$ cat src/fpexc_defs.svh
// fpexc_defs.svh: offsets, field positions, reset values and counts
// assumes inclusion by bare name from every file of the block that uses its macros
`ifndef FPEXC_DEFS_SVH
`define FPEXC_DEFS_SVH

// ****************************************
// widths
// ****************************************
`define FPEXC_N_EXC        5
`define FPEXC_TAG_W        8
`define FPEXC_CNT_W        8
`define FPEXC_ADR_W        8
`define FPEXC_N_IRQ        3

// ****************************************
// register byte offsets
// ****************************************
`define FPEXC_ADR_FP_STATUS_CONTROL_REG    8'h00
`define FPEXC_ADR_CTRL     8'h04
`define FPEXC_ADR_PEND     8'h08
`define FPEXC_ADR_IRQ_STAT 8'h0c
`define FPEXC_ADR_IRQ_MASK 8'h10

// ****************************************
// fields of fp_status_control_reg
// ****************************************
`define FPEXC_FLAG_LSB     0
`define FPEXC_EN_LSB       5
`define FPEXC_FEX_BIT      10
`define FPEXC_FX_BIT       11
// exception bits: 0 invalid, 1 overflow, 2 underflow, 3 zero divide, 4 inexact
`define FPEXC_SUPPRESS     5'h09

// ****************************************
// interrupt status bits
// ****************************************
`define FPEXC_IRQ_TAKEN    0
`define FPEXC_IRQ_RECORD   1
`define FPEXC_IRQ_FORCED   2

// ****************************************
// reset values and counts
// ****************************************
`define FPEXC_EN_RST       5'h00
`define FPEXC_MODE_RST     1'h0
`define FPEXC_MASK_RST     3'h0
`define FPEXC_DEFER_CYC    16

`endif

$ cat src/fpexc_pkg.sv
// fpexc_pkg.sv: types of the fp enabled exception mode control
// assumes fpexc_defs.svh on the include path
`include "fpexc_defs.svh"

package fpexc_pkg;

   // {fp_exc_mode_bit0, fp_exc_mode_bit1}
   typedef enum logic [1:0] {
      FPEXC_IGNORE  = 2'b00,
      FPEXC_NONREC  = 2'b01,
      FPEXC_RECOV   = 2'b10,
      FPEXC_PRECISE = 2'b11
   } fpexc_mode_t;

   typedef enum logic [1:0] {
      FPEXC_IDLE = 2'b00,
      FPEXC_PEND = 2'b01,
      FPEXC_REQ  = 2'b10
   } fpexc_dstate_t;

   typedef struct packed {
      logic                        mode_bit0;
      logic                        mode_bit1;
      logic [`FPEXC_N_EXC-1:0]     en;
      fpexc_dstate_t               dstate;
      logic [`FPEXC_TAG_W-1:0]     tag;
      logic                        tag_valid;
      logic                        supp;
      logic                        track;
      logic [`FPEXC_CNT_W-1:0]     cnt;
      logic [`FPEXC_N_IRQ-1:0]     irq_mask;
      logic                        ack;
      logic [31:0]                 rdat;
   } fpexc_state_t;

endpackage : fpexc_pkg

$ cat src/fpexc_flags.sv
// fpexc_flags.sv: bank of sticky flags, set wins over clear
// assumes set and clr come from logic on the same clock
`timescale 1ns/10ps
`default_nettype none

module fpexc_flags #(
   parameter int W = 5
) (
   input  wire logic         clock,
   input  wire logic         reset,
   input  wire logic [W-1:0] set,
   input  wire logic [W-1:0] clr,
   output logic      [W-1:0] flags
);

   typedef struct packed {
      logic [W-1:0] flags;
   } fpexc_flags_st_t;

   fpexc_flags_st_t st;
   fpexc_flags_st_t next_st;

   // ****************************************
   // per-bit update
   // ****************************************
   always_comb begin
      next_st = st;
      for (int i = 0; i < W; i++) begin
         // an event in the clearing cycle is kept
         next_st.flags[i] = set[i] | (st.flags[i] & ~clr[i]);
      end
   end

   always_ff @(posedge clock) begin
      if (reset) begin
         st <= '0;
      end else begin
         st <= next_st;
      end
   end

   assign flags = st.flags;

endmodule : fpexc_flags

`default_nettype wire

$ cat src/fpexc_ctrl.sv
// fpexc_ctrl.sv: fp enabled exception mode control with wishbone registers
// assumes completion logic reports each completing instruction for one cycle,
// and exception entry logic answers a request with exc_ack
//
// Summary of operation
// - ignore mode never requests the handler
// - disabled conditions never request the handler
// - enabled condition requests handler in other modes
// - nonrecoverable mode delivers late, tag kept but not marked valid
// - nonrecoverable mode does not hold younger instructions
// - recoverable mode delivers late with offending tag
// - recoverable mode holds younger until handler entry
// - precise mode requests at offending instruction
// - precise mode blocks all younger instructions
// - entry instruction unexecuted unless unsuppressed offender
// - status register instruction forces pending delivery
// - no forcing effect in ignore mode
// - synchronizing event also forces pending delivery
// - flags always recorded, even in ignore mode
// - summary flag set for enabled set condition
// - set summary after completion raises exception
`timescale 1ns/10ps
`default_nettype none
`include "fpexc_defs.svh"

module fpexc_ctrl #(
   parameter int DEFER_CYCLES = `FPEXC_DEFER_CYC
) (
   input  wire logic                    clock,
   input  wire logic                    reset,
   // wishbone slave
   input  wire logic                    wb_cyc_i,
   input  wire logic                    wb_stb_i,
   input  wire logic                    wb_we_i,
   input  wire logic [`FPEXC_ADR_W-1:0] wb_adr_i,
   input  wire logic [3:0]              wb_sel_i,
   input  wire logic [31:0]             wb_dat_i,
   output logic      [31:0]             wb_dat_o,
   output logic                         wb_ack_o,
   // completion side
   input  wire logic                    cmp_valid,
   input  wire logic [`FPEXC_N_EXC-1:0] cmp_exc,
   input  wire logic [`FPEXC_TAG_W-1:0] cmp_tag,
   input  wire logic                    cmp_is_fp_status_control_reg_op,
   input  wire logic                    sync_event,
   // exception entry side
   output logic                         exc_req,
   output logic [`FPEXC_TAG_W-1:0]      exc_tag,
   output logic                         exc_tag_valid,
   output logic                         exc_suppress,
   input  wire logic                    exc_ack,
   output logic                         hold_younger,
   output logic                         irq
);

   // ****************************************
   // state
   // ****************************************
   fpexc_pkg::fpexc_state_t st;
   fpexc_pkg::fpexc_state_t next_st;

   localparam logic [`FPEXC_CNT_W-1:0] DEFER_LOAD =
      (DEFER_CYCLES > 1) ? `FPEXC_CNT_W'(DEFER_CYCLES - 1) : '0;

   logic [`FPEXC_N_EXC:0]     flag_set;
   logic [`FPEXC_N_EXC:0]     flag_clr;
   logic [`FPEXC_N_EXC:0]     flag_q;
   logic [`FPEXC_N_IRQ-1:0]   irq_set;
   logic [`FPEXC_N_IRQ-1:0]   irq_clr;
   logic [`FPEXC_N_IRQ-1:0]   irq_stat;
   logic [`FPEXC_N_EXC-1:0]   exc_bits;
   logic                      fx;
   logic                      fp_enabled_exc_summary;
   logic                      fex_after;
   fpexc_pkg::fpexc_mode_t    mode;
   logic                      mode_on;
   logic                      trig;
   logic                      force_req;
   logic                      bus_req;
   logic                      bus_wr;
   logic                      taken;
   logic                      forced;

   assign exc_bits = flag_q[`FPEXC_N_EXC-1:0];
   assign fx       = flag_q[`FPEXC_N_EXC];
   assign mode     = fpexc_pkg::fpexc_mode_t'({st.mode_bit0, st.mode_bit1});
   assign mode_on  = (mode != fpexc_pkg::FPEXC_IGNORE);
   assign bus_req  = wb_cyc_i & wb_stb_i & ~st.ack;
   assign bus_wr   = bus_req & wb_we_i;

   // ****************************************
   // status flags
   // ****************************************
   // conditions recorded whatever the mode
   assign flag_set = {cmp_valid & |(cmp_exc & ~exc_bits),
                      cmp_valid ? cmp_exc : {`FPEXC_N_EXC{1'b0}}};
   assign flag_clr = (bus_wr && wb_adr_i == `FPEXC_ADR_FP_STATUS_CONTROL_REG && wb_sel_i[1])
                   ? {wb_dat_i[`FPEXC_FX_BIT], wb_dat_i[`FPEXC_N_EXC-1:0]}
                   : '0;

   fpexc_flags #(
      .W (`FPEXC_N_EXC + 1)
   ) u_fp_status_control_reg_flags (
      .clock (clock),
      .reset (reset),
      .set   (flag_set),
      .clr   (flag_clr),
      .flags (flag_q)
   );

   assign fp_enabled_exc_summary       = |(exc_bits & st.en);
   assign fex_after = |((exc_bits | cmp_exc) & st.en);

   // summary still set after completion raises the exception
   assign trig = cmp_valid & fex_after & mode_on;

   // forcing only counts in the imprecise modes
   assign force_req = (cmp_valid & cmp_is_fp_status_control_reg_op) | sync_event;

   // ****************************************
   // interrupt flags
   // ****************************************
   assign taken   = (st.dstate == fpexc_pkg::FPEXC_REQ) & exc_ack & mode_on;
   assign forced  = (st.dstate == fpexc_pkg::FPEXC_PEND) & force_req & mode_on;
   assign irq_set = {forced, cmp_valid & |cmp_exc, taken};
   assign irq_clr = (bus_wr && wb_adr_i == `FPEXC_ADR_IRQ_STAT && wb_sel_i[0])
                  ? wb_dat_i[`FPEXC_N_IRQ-1:0]
                  : '0;

   fpexc_flags #(
      .W (`FPEXC_N_IRQ)
   ) u_irq_flags (
      .clock (clock),
      .reset (reset),
      .set   (irq_set),
      .clr   (irq_clr),
      .flags (irq_stat)
   );

   assign irq = |(irq_stat & st.irq_mask);

   // ****************************************
   // delivery and register file
   // ****************************************
   always_comb begin
      next_st = st;
      next_st.ack = bus_req;

      // -------- delivery --------
      case (st.dstate)
         fpexc_pkg::FPEXC_IDLE: begin
            if (trig) begin
               next_st.supp = |(cmp_exc & st.en & `FPEXC_SUPPRESS);
               next_st.tag  = cmp_tag;
               // nonrecoverable stores the offender tag but marks it invalid, so exc_tag reads zero
               next_st.tag_valid = (mode != fpexc_pkg::FPEXC_NONREC);
               next_st.track = (mode == fpexc_pkg::FPEXC_RECOV) ||
                               (mode == fpexc_pkg::FPEXC_PRECISE);
               if (mode == fpexc_pkg::FPEXC_PRECISE) begin
                  next_st.dstate = fpexc_pkg::FPEXC_REQ;
               end else if (force_req) begin
                  next_st.dstate = fpexc_pkg::FPEXC_REQ;
               end else begin
                  next_st.dstate = fpexc_pkg::FPEXC_PEND;
                  next_st.cnt    = DEFER_LOAD;
               end
            end
         end
         fpexc_pkg::FPEXC_PEND: begin
            if (!mode_on) begin
               next_st.dstate = fpexc_pkg::FPEXC_IDLE;
            end else if (force_req || st.cnt == '0) begin
               next_st.dstate = fpexc_pkg::FPEXC_REQ;
            end else begin
               // held until forced or the deferral runs out
               next_st.cnt = st.cnt - `FPEXC_CNT_W'(1);
            end
         end
         fpexc_pkg::FPEXC_REQ: begin
            if (!mode_on || exc_ack) begin
               next_st.dstate = fpexc_pkg::FPEXC_IDLE;
               next_st.track  = 1'b0;
            end
         end
         default: begin
            next_st.dstate = fpexc_pkg::FPEXC_IDLE;
         end
      endcase

      // -------- register writes --------
      if (bus_wr && wb_adr_i == `FPEXC_ADR_FP_STATUS_CONTROL_REG) begin
         if (wb_sel_i[0]) begin
            next_st.en[2:0] = wb_dat_i[`FPEXC_EN_LSB+2:`FPEXC_EN_LSB];
         end
         if (wb_sel_i[1]) begin
            next_st.en[4:3] = wb_dat_i[`FPEXC_EN_LSB+4:`FPEXC_EN_LSB+3];
         end
      end else if (bus_wr && wb_adr_i == `FPEXC_ADR_CTRL) begin
         if (wb_sel_i[0]) begin
            next_st.mode_bit0 = wb_dat_i[0];
            next_st.mode_bit1 = wb_dat_i[1];
         end
      end else if (bus_wr && wb_adr_i == `FPEXC_ADR_IRQ_MASK) begin
         if (wb_sel_i[0]) begin
            next_st.irq_mask = wb_dat_i[`FPEXC_N_IRQ-1:0];
         end
      end

      // -------- register reads --------
      next_st.rdat = 32'h0;
      if (bus_req && !wb_we_i) begin
         if (wb_adr_i == `FPEXC_ADR_FP_STATUS_CONTROL_REG) begin
            next_st.rdat[`FPEXC_N_EXC-1:0] = exc_bits;
            next_st.rdat[`FPEXC_EN_LSB+4:`FPEXC_EN_LSB] = st.en;
            next_st.rdat[`FPEXC_FEX_BIT] = fp_enabled_exc_summary;
            next_st.rdat[`FPEXC_FX_BIT]  = fx;
         end else if (wb_adr_i == `FPEXC_ADR_CTRL) begin
            next_st.rdat[1:0] = {st.mode_bit1, st.mode_bit0};
         end else if (wb_adr_i == `FPEXC_ADR_PEND) begin
            next_st.rdat[1:0] = st.dstate;
            next_st.rdat[2]   = st.tag_valid;
            next_st.rdat[3]   = st.supp;
            next_st.rdat[15:8] = st.tag;
         end else if (wb_adr_i == `FPEXC_ADR_IRQ_STAT) begin
            next_st.rdat[`FPEXC_N_IRQ-1:0] = irq_stat;
         end else if (wb_adr_i == `FPEXC_ADR_IRQ_MASK) begin
            next_st.rdat[`FPEXC_N_IRQ-1:0] = st.irq_mask;
         end
      end
   end

   always_ff @(posedge clock) begin
      if (reset) begin
         st           <= '0;
         st.mode_bit0 <= `FPEXC_MODE_RST;
         st.mode_bit1 <= `FPEXC_MODE_RST;
         st.en        <= `FPEXC_EN_RST;
         st.irq_mask  <= `FPEXC_MASK_RST;
         st.dstate    <= fpexc_pkg::FPEXC_IDLE;
      end else begin
         st <= next_st;
      end
   end

   // ****************************************
   // outputs
   // ****************************************
   // gated by mode so a switch to ignore drops the request at once
   assign exc_req       = (st.dstate == fpexc_pkg::FPEXC_REQ) & mode_on;
   assign exc_tag       = st.tag_valid ? st.tag : '0;
   assign exc_tag_valid = st.tag_valid;
   assign exc_suppress  = st.supp;
   // younger work stalls from the offending completion until entry;
   // costs throughput, the price of recoverable and precise modes
   assign hold_younger  = (trig & ((mode == fpexc_pkg::FPEXC_RECOV) ||
                                   (mode == fpexc_pkg::FPEXC_PRECISE))) |
                          ((st.dstate != fpexc_pkg::FPEXC_IDLE) & st.track);
   assign wb_ack_o      = st.ack;
   assign wb_dat_o      = st.rdat;

endmodule : fpexc_ctrl

`default_nettype wire

$ cat config.mk
export PLATFORM = sky130hd
export DESIGN_NAME = fpexc_ctrl
export DESIGN_NICKNAME = d
export VERILOG_FILES = /design/src/fpexc_pkg.sv /design/src/fpexc_flags.sv /design/src/fpexc_ctrl.sv
export VERILOG_INCLUDE_DIRS = /design/src
export SDC_FILE = /design/constraint.sdc
export NUM_CORES = 1
export LEC_CHECK = 0
export BUFFER_PORTS_ARGS = -buffer_cell sky130_fd_sc_hd__buf_2
export CAP_MARGIN = 15
export CORE_AREA = 2 2 114 61
export DETAILED_ROUTE_END_ITERATION = 10
export DIE_AREA = 0 0 116 63
export GPL_TIMING_DRIVEN = 0
export HOLD_SLACK_MARGIN = 0.12
export PLACE_DENSITY = 0.81
export SETUP_SLACK_MARGIN = 0.2
export SKIP_LAST_GASP = 1
export SLEW_MARGIN = 10
export SYNTH_ARGS = -nofsm -noshare
export SYNTH_HDL_FRONTEND = slang
export SYNTH_HIERARCHICAL = 1
export SYNTH_SLANG_ARGS = --single-unit
$ cat constraint.sdc
create_clock -name clock -period 2.1 [get_ports clock]
set_input_delay 0.63 -clock clock [delete_from_list [all_inputs] [get_ports clock]]
set_output_delay 0.63 -clock clock [all_outputs]
set_load 0.01 [all_outputs]
# Word-level counts from Yosys, hierarchy flattened
# Cells that the tools add are included.
[totals] input_bits=66 elab_cells=156 ff_bits=73 out_inout_bits=46
[op_classes] eq_ne=16 n_mux=28 add_sub_neg=1 reduce_logical=36 n_bitwise=57
[ops] cell="$mux 8" n=7
[ops] cell="$reduce_or 5->1" n=5
[ops] cell="$and 1x1->1" n=24
[ops] cell="$mux 21" n=1
[ops] cell="$eq 8x4->1 const B" n=2
[ops] cell="$logic_not 8->1" n=2
[ops] cell="$pmux 8 s2" n=1
[ops] cell="$and 5x5->5" n=3
[ops] cell="$not 1->1" n=15
[ops] cell="$mux 2" n=7
[ops] cell="$mux 3" n=4
[ops] cell="$or 1x1->1" n=11
[ops] cell="$ne 2x2->1 const B" n=5
[ops] cell="$reduce_and 3->1" n=3
[ops] cell="$eq 8x3->1 const B" n=1
[ops] cell="$eq 8x5->1 const B" n=1
[ops] cell="$mux 4" n=2
[ops] cell="$reduce_bool 2->1" n=4
[ops] cell="$sub 8x1->8 const B" n=1
[ops] cell="$logic_and 1x1->1" n=7
[ops] cell="$eq 2x2->1 const B" n=3
[ops] cell="$mux 6" n=1
[ops] cell="$pmux 2 s3" n=1
[ops] cell="$reduce_and 2->1" n=3
[ops] cell="other kinds (17)" n=24

# Depth between registers and ports, before layout
[logic_depth] ltp_word=9 ltp_mapped=8 depth_no_buf=7

# Modules after synthesis
# The synthesis kept the hierarchy.
[modules_own_cells] module="fpexc_ctrl" n_inst=1 cells_per_inst=313 seq_area_each_um2=960.9 area_per_inst_um2=2623.8
[modules_own_cells] module="fpexc_flags (u_fp_status_control_reg_flags)" n_inst=1 cells_per_inst=24 seq_area_each_um2=120.1 area_per_inst_um2=255.2
[modules_own_cells] module="fpexc_flags (u_irq_flags)" n_inst=1 cells_per_inst=12 seq_area_each_um2=60.1 area_per_inst_um2=105.1

# Least setup slack after synthesis
# No wires, ideal clock.
[synth_timing] path_type="in2out" startpoint="in cmp_exc[0]" endpoint="out hold_younger" n_path_buf=0 cell_stages=4 setup_slack_ns=0.145 arrival_time_ns=1.325 t_required_ns=1.470 path_cell_list="a22oi_1 > nand3_1 > o211ai_1 > nand2_1"
[synth_via] elab_chain_len=7
[synth_rtl] element="start, declared" line_no="fpexc_ctrl.sv:42" rtl="input wire logic [`FPEXC_N_EXC-1:0] cmp_exc,"
[synth_rtl] element="$or 5x5->5" line_no="fpexc_ctrl.sv:112" rtl="assign fex_after = |((exc_bits | cmp_exc) & st.en);"
[synth_rtl] element="$and 5x5->5" line_no="fpexc_ctrl.sv:112"
[synth_rtl] element="$reduce_or 5->1" line_no="fpexc_ctrl.sv:112"
[synth_rtl] element="$and 1x1->1 (2 in series)" line_no="fpexc_ctrl.sv:115" rtl="assign trig = cmp_valid & fex_after & mode_on;"
[synth_rtl] element="$and 1x1->1" line_no="fpexc_ctrl.sv:255" rtl="assign hold_younger = (trig & ((mode == fpexc_pkg::FPEXC_RECOV) ||"
[synth_rtl] element="$or 1x1->1" line_no="fpexc_ctrl.sv:256" rtl="(mode == fpexc_pkg::FPEXC_PRECISE))) |"
[synth_rtl] element="end, declared" line_no="fpexc_ctrl.sv:52" rtl="output logic hold_younger,"
# Every way passes these cells.

# Final worst setup path
# Ends and elaborated chain as after synthesis.

==> impl_metrics.env <==
export IMPL_status="finished with violations"
export IMPL_failed_checks="setup timing"
export IMPL_p_leak_nw=1.889
export IMPL_ff2ff_path_depth=8
export IMPL_ys_ff_latch=57
export IMPL_synth_ff_type="dfxtp_1"
export IMPL_synth_compound_area_share_pct=19.33
export IMPL_root_buffer="clkbuf_16"
export IMPL_final_nets=526
export IMPL_grt_ovfl_total=0
export IMPL_tightest_slew_ns=0.7741
export IMPL_cpPeakStageDelay_ns=0.23
export IMPL_core_area_um2=6359
export IMPL_slew_headroom_pct=47.91
export IMPL_numPortBuffers=72
export IMPL_slew_violations=0
export IMPL_synth_edff_count=0
export IMPL_synth_simple_area_share_pct=25.28
export IMPL_cts_buffers=9
export IMPL_arrival_ns=1.51
export IMPL_hpwl_um=6032
export IMPL_hp_start="st[54]"
export IMPL_htreeDepth=3
export IMPL_cp_slowest_cell="o211ai_1"
export IMPL_synthXorXnorAreaFrac_pct=0
export IMPL_yosysWarningCount=6
export IMPL_route_detailed_wl_per_inst_um=16.03
export IMPL_finalCritPeriodShare_pct=101.8
export IMPL_netlist_area_um2=2984
export IMPL_hold_viol_final=0
export IMPL_crit_buf_inv=2
export IMPL_finalNonFillerCells=554
export IMPL_synth_top_family_by_area="simple AND/OR/NAND/NOR gates"
export IMPL_finalPower_mw=2.825
export IMPL_finalWirelength_um=8878
export IMPL_fin_crit_ns=2.137
export IMPL_grt_pass1_wl_um=13470
export IMPL_clkTransAtPathRegs_ns=0.05
export IMPL_synthAdderAreaFrac_pct=0.8386
export IMPL_grt_antenna_before_repair=0
export IMPL_rr_endpoint="st[47]"
export IMPL_fp_dieW_um=116
export IMPL_syn_area_per_cell_um2=8.550
export IMPL_required_ns=1.47
export IMPL_synth_cell_types=53
export IMPL_rows=21
export IMPL_placed_cells=528
export IMPL_dr_pass1_iters=5
export IMPL_cp_top_family="compound AO/OA/AOI/OAI gates"
export IMPL_crit_chain="buf_8, a22oi_2, nand3_2, o211ai_1, nand2_1, buf_2"
export IMPL_fin_worst_skew_ns=0.003079
export IMPL_die_area_um2=7308
export IMPL_synthMuxAreaShare_pct=3.690
export IMPL_synth_cells=349
export IMPL_p_per_area_nw_per_um2=694.8
export IMPL_critPathLaunchType="input pin"
export IMPL_startpoint="cmp_exc[0]"
export IMPL_reg2reg_slack_ns=0.17
export IMPL_drive_gt1_share_pct=38.10
export IMPL_cts_sinks=57
export IMPL_drc=0
export IMPL_crit_type="in2out"
export IMPL_endpoint_kind="output port"
export IMPL_crit_fanout=2
export IMPL_post_cts_hold_buffer_count=0
export IMPL_area_growth_synth_to_final_pct=36.27
export IMPL_pre_cts_ws_ns=-0.2573
export IMPL_ant_nets=0
export IMPL_grt_max_degree=15
export IMPL_drtIter0Drc=194
export IMPL_via_count=2944
export IMPL_r2r_start="st[58]"
export IMPL_initial_core_util_pct=46.93
export IMPL_io_pins=112
export IMPL_holdPathStages=1
export IMPL_gp_congestion=0.9523
export IMPL_grt_use_total_pct=24.41
export IMPL_die_y_um=63
export IMPL_cts_tree="built"
export IMPL_diodes=0
export IMPL_setup_viol=1
export IMPL_grt_pass1_vias=2717
export IMPL_cts_buffer_depth=2
export IMPL_min_to="wb_dat_o[15]"
export IMPL_yosysSeqAreaShare_pct=38.24
export IMPL_rsz0062_at_grt="true"
export IMPL_ir_drop_mv=0.4185
export IMPL_routed_via_density=5.314
export IMPL_cap_violations=0
export IMPL_fin_ws_ns=-0.03694
export IMPL_finish_utilization_pct=63.95
export IMPL_insertion_delay_ns=0.34
export IMPL_max_freq_ghz=0.4680
export IMPL_synthArstFlopShare_pct=0
export IMPL_hp_class="reg2reg"
[metrics by stage]
step | setup TNS, ns | area (µm²) | hold slack, ns
5_1_grt | -0.08042 | 4066 | 0.5013
2_1_floorplan | 0 | 3053 | 0.4438
6_report | -0.03694 | 4066 | 0.4772
4_1_cts | 0 | 3965 | 0.4786
3_5_place_dp | -5.366 | 3528 | 0.4688
3_3_place_gp | -3.993 | 3528 | 0.4629
[how the worst max path moves through the flow]
stage,to,slack (ns),depth (start not counted)
floorplan,hold_younger,0.19,4
global placement,wb_dat_o[7],-0.23,5
detailed placement,wb_dat_o[3],-0.26,5
CTS,hold_younger,0.01,6
global route,hold_younger,-0.08,6
finish,hold_younger,-0.04,6
[power breakdown]
part	internal (mW)	total, mW	switching [mW]	leakage (nW)
sequential	1.09	1.11	0.0180	0.465
combinational	0.0835	0.182	0.0990	1.27
clock	1.04	1.53	0.496	0.158
total	2.21	2.83	0.613	1.89
[routing by layer]
metal	track usage (%)	up-vias	wire length, µm
met1	33.59	1386	4085
li1	-	1383	-
met5	0	-	0
met3	10.67	13	859
met4	7.440	0	124
met2	34.21	162	3808
[cell type report]
type                    instances  area [µm²]
plain buffers                  41       295.3
clock buffers                  13       280.3
clock inverters                 2       35.03
fillers                       549        2292
inverters                      22       82.58
multi-input cells             244        1638
flip-flops and latches         57        1155
well taps                      92       115.1
repair buffers                 83       465.4
[cell usage after synthesis, types with 3 or more instances]
cell | instances | share of area (%)
nand2_1 | 20 | 2.5
and2_1 | 35 | 7.3
a31oi_1 | 5 | 1.0
a21oi_1 | 27 | 4.5
o21ai_0 | 12 | 2.0
o31ai_1 | 3 | 0.75
nor2_1 | 34 | 4.3
nor4_1 | 3 | 0.63
a22o_1 | 5 | 1.5
nand3b_1 | 3 | 0.75
buf_4 | 34 | 8.6
o211ai_1 | 3 | 0.75
nor3_1 | 3 | 0.50
a22oi_1 | 5 | 1.3
nand2b_4 | 6 | 2.8
mux2i_1 | 11 | 3.7
nor2b_1 | 4 | 0.84
clkbuf_1 | 5 | 0.63
nand2b_1 | 5 | 1.0
dfxtp_1 | 57 | 38
nand3_1 | 7 | 1.2
inv_1 | 22 | 2.8
[cells in the final DEF, fill, tap and decap left out, types with 5 or more instances in the layout]
master and instances:
a21oi_1 27, a22o_1 5, a31oi_1 5, and2_1 34, buf_2 69, buf_4 44, clkbuf_16 9, conb_1 16
dfxtp_1 50, dfxtp_2 5, inv_1 20, mux2i_1 11, nand2_1 19, nand2b_1 5, nand2b_4 6, nor2_1 32
o21ai_0 11
[flip-flops by register name, summed over array words and instances (netlist names)]
signal,count
exc_suppress,1
exc_tag_valid,1
mode,2
st,27
u_fp_status_control_reg_flags/flags,6
u_irq_flags/flags,3
wb_ack_o,1
wb_dat_o,16
[timing repair]
action / CTS / global route
resized for setup: 25 / 16
setup endpoints to repair: 24 / 49
pin swaps: 8 / 8
buffers inserted: 5 / 6
[cell families (layout without fill, tap and decap cells)]
family / Yosys count / count (layout)
other: 1 / 16
adders and majority gates: 2 / 2
muxes: 11 / 11
DFF: 57 / 57
and+or+nand+nor: 131 / 131
AOI/OAI and AO/OA: 84 / 84
buffers and inverters: 63 / 161
(Power assumes the default switching activity.)
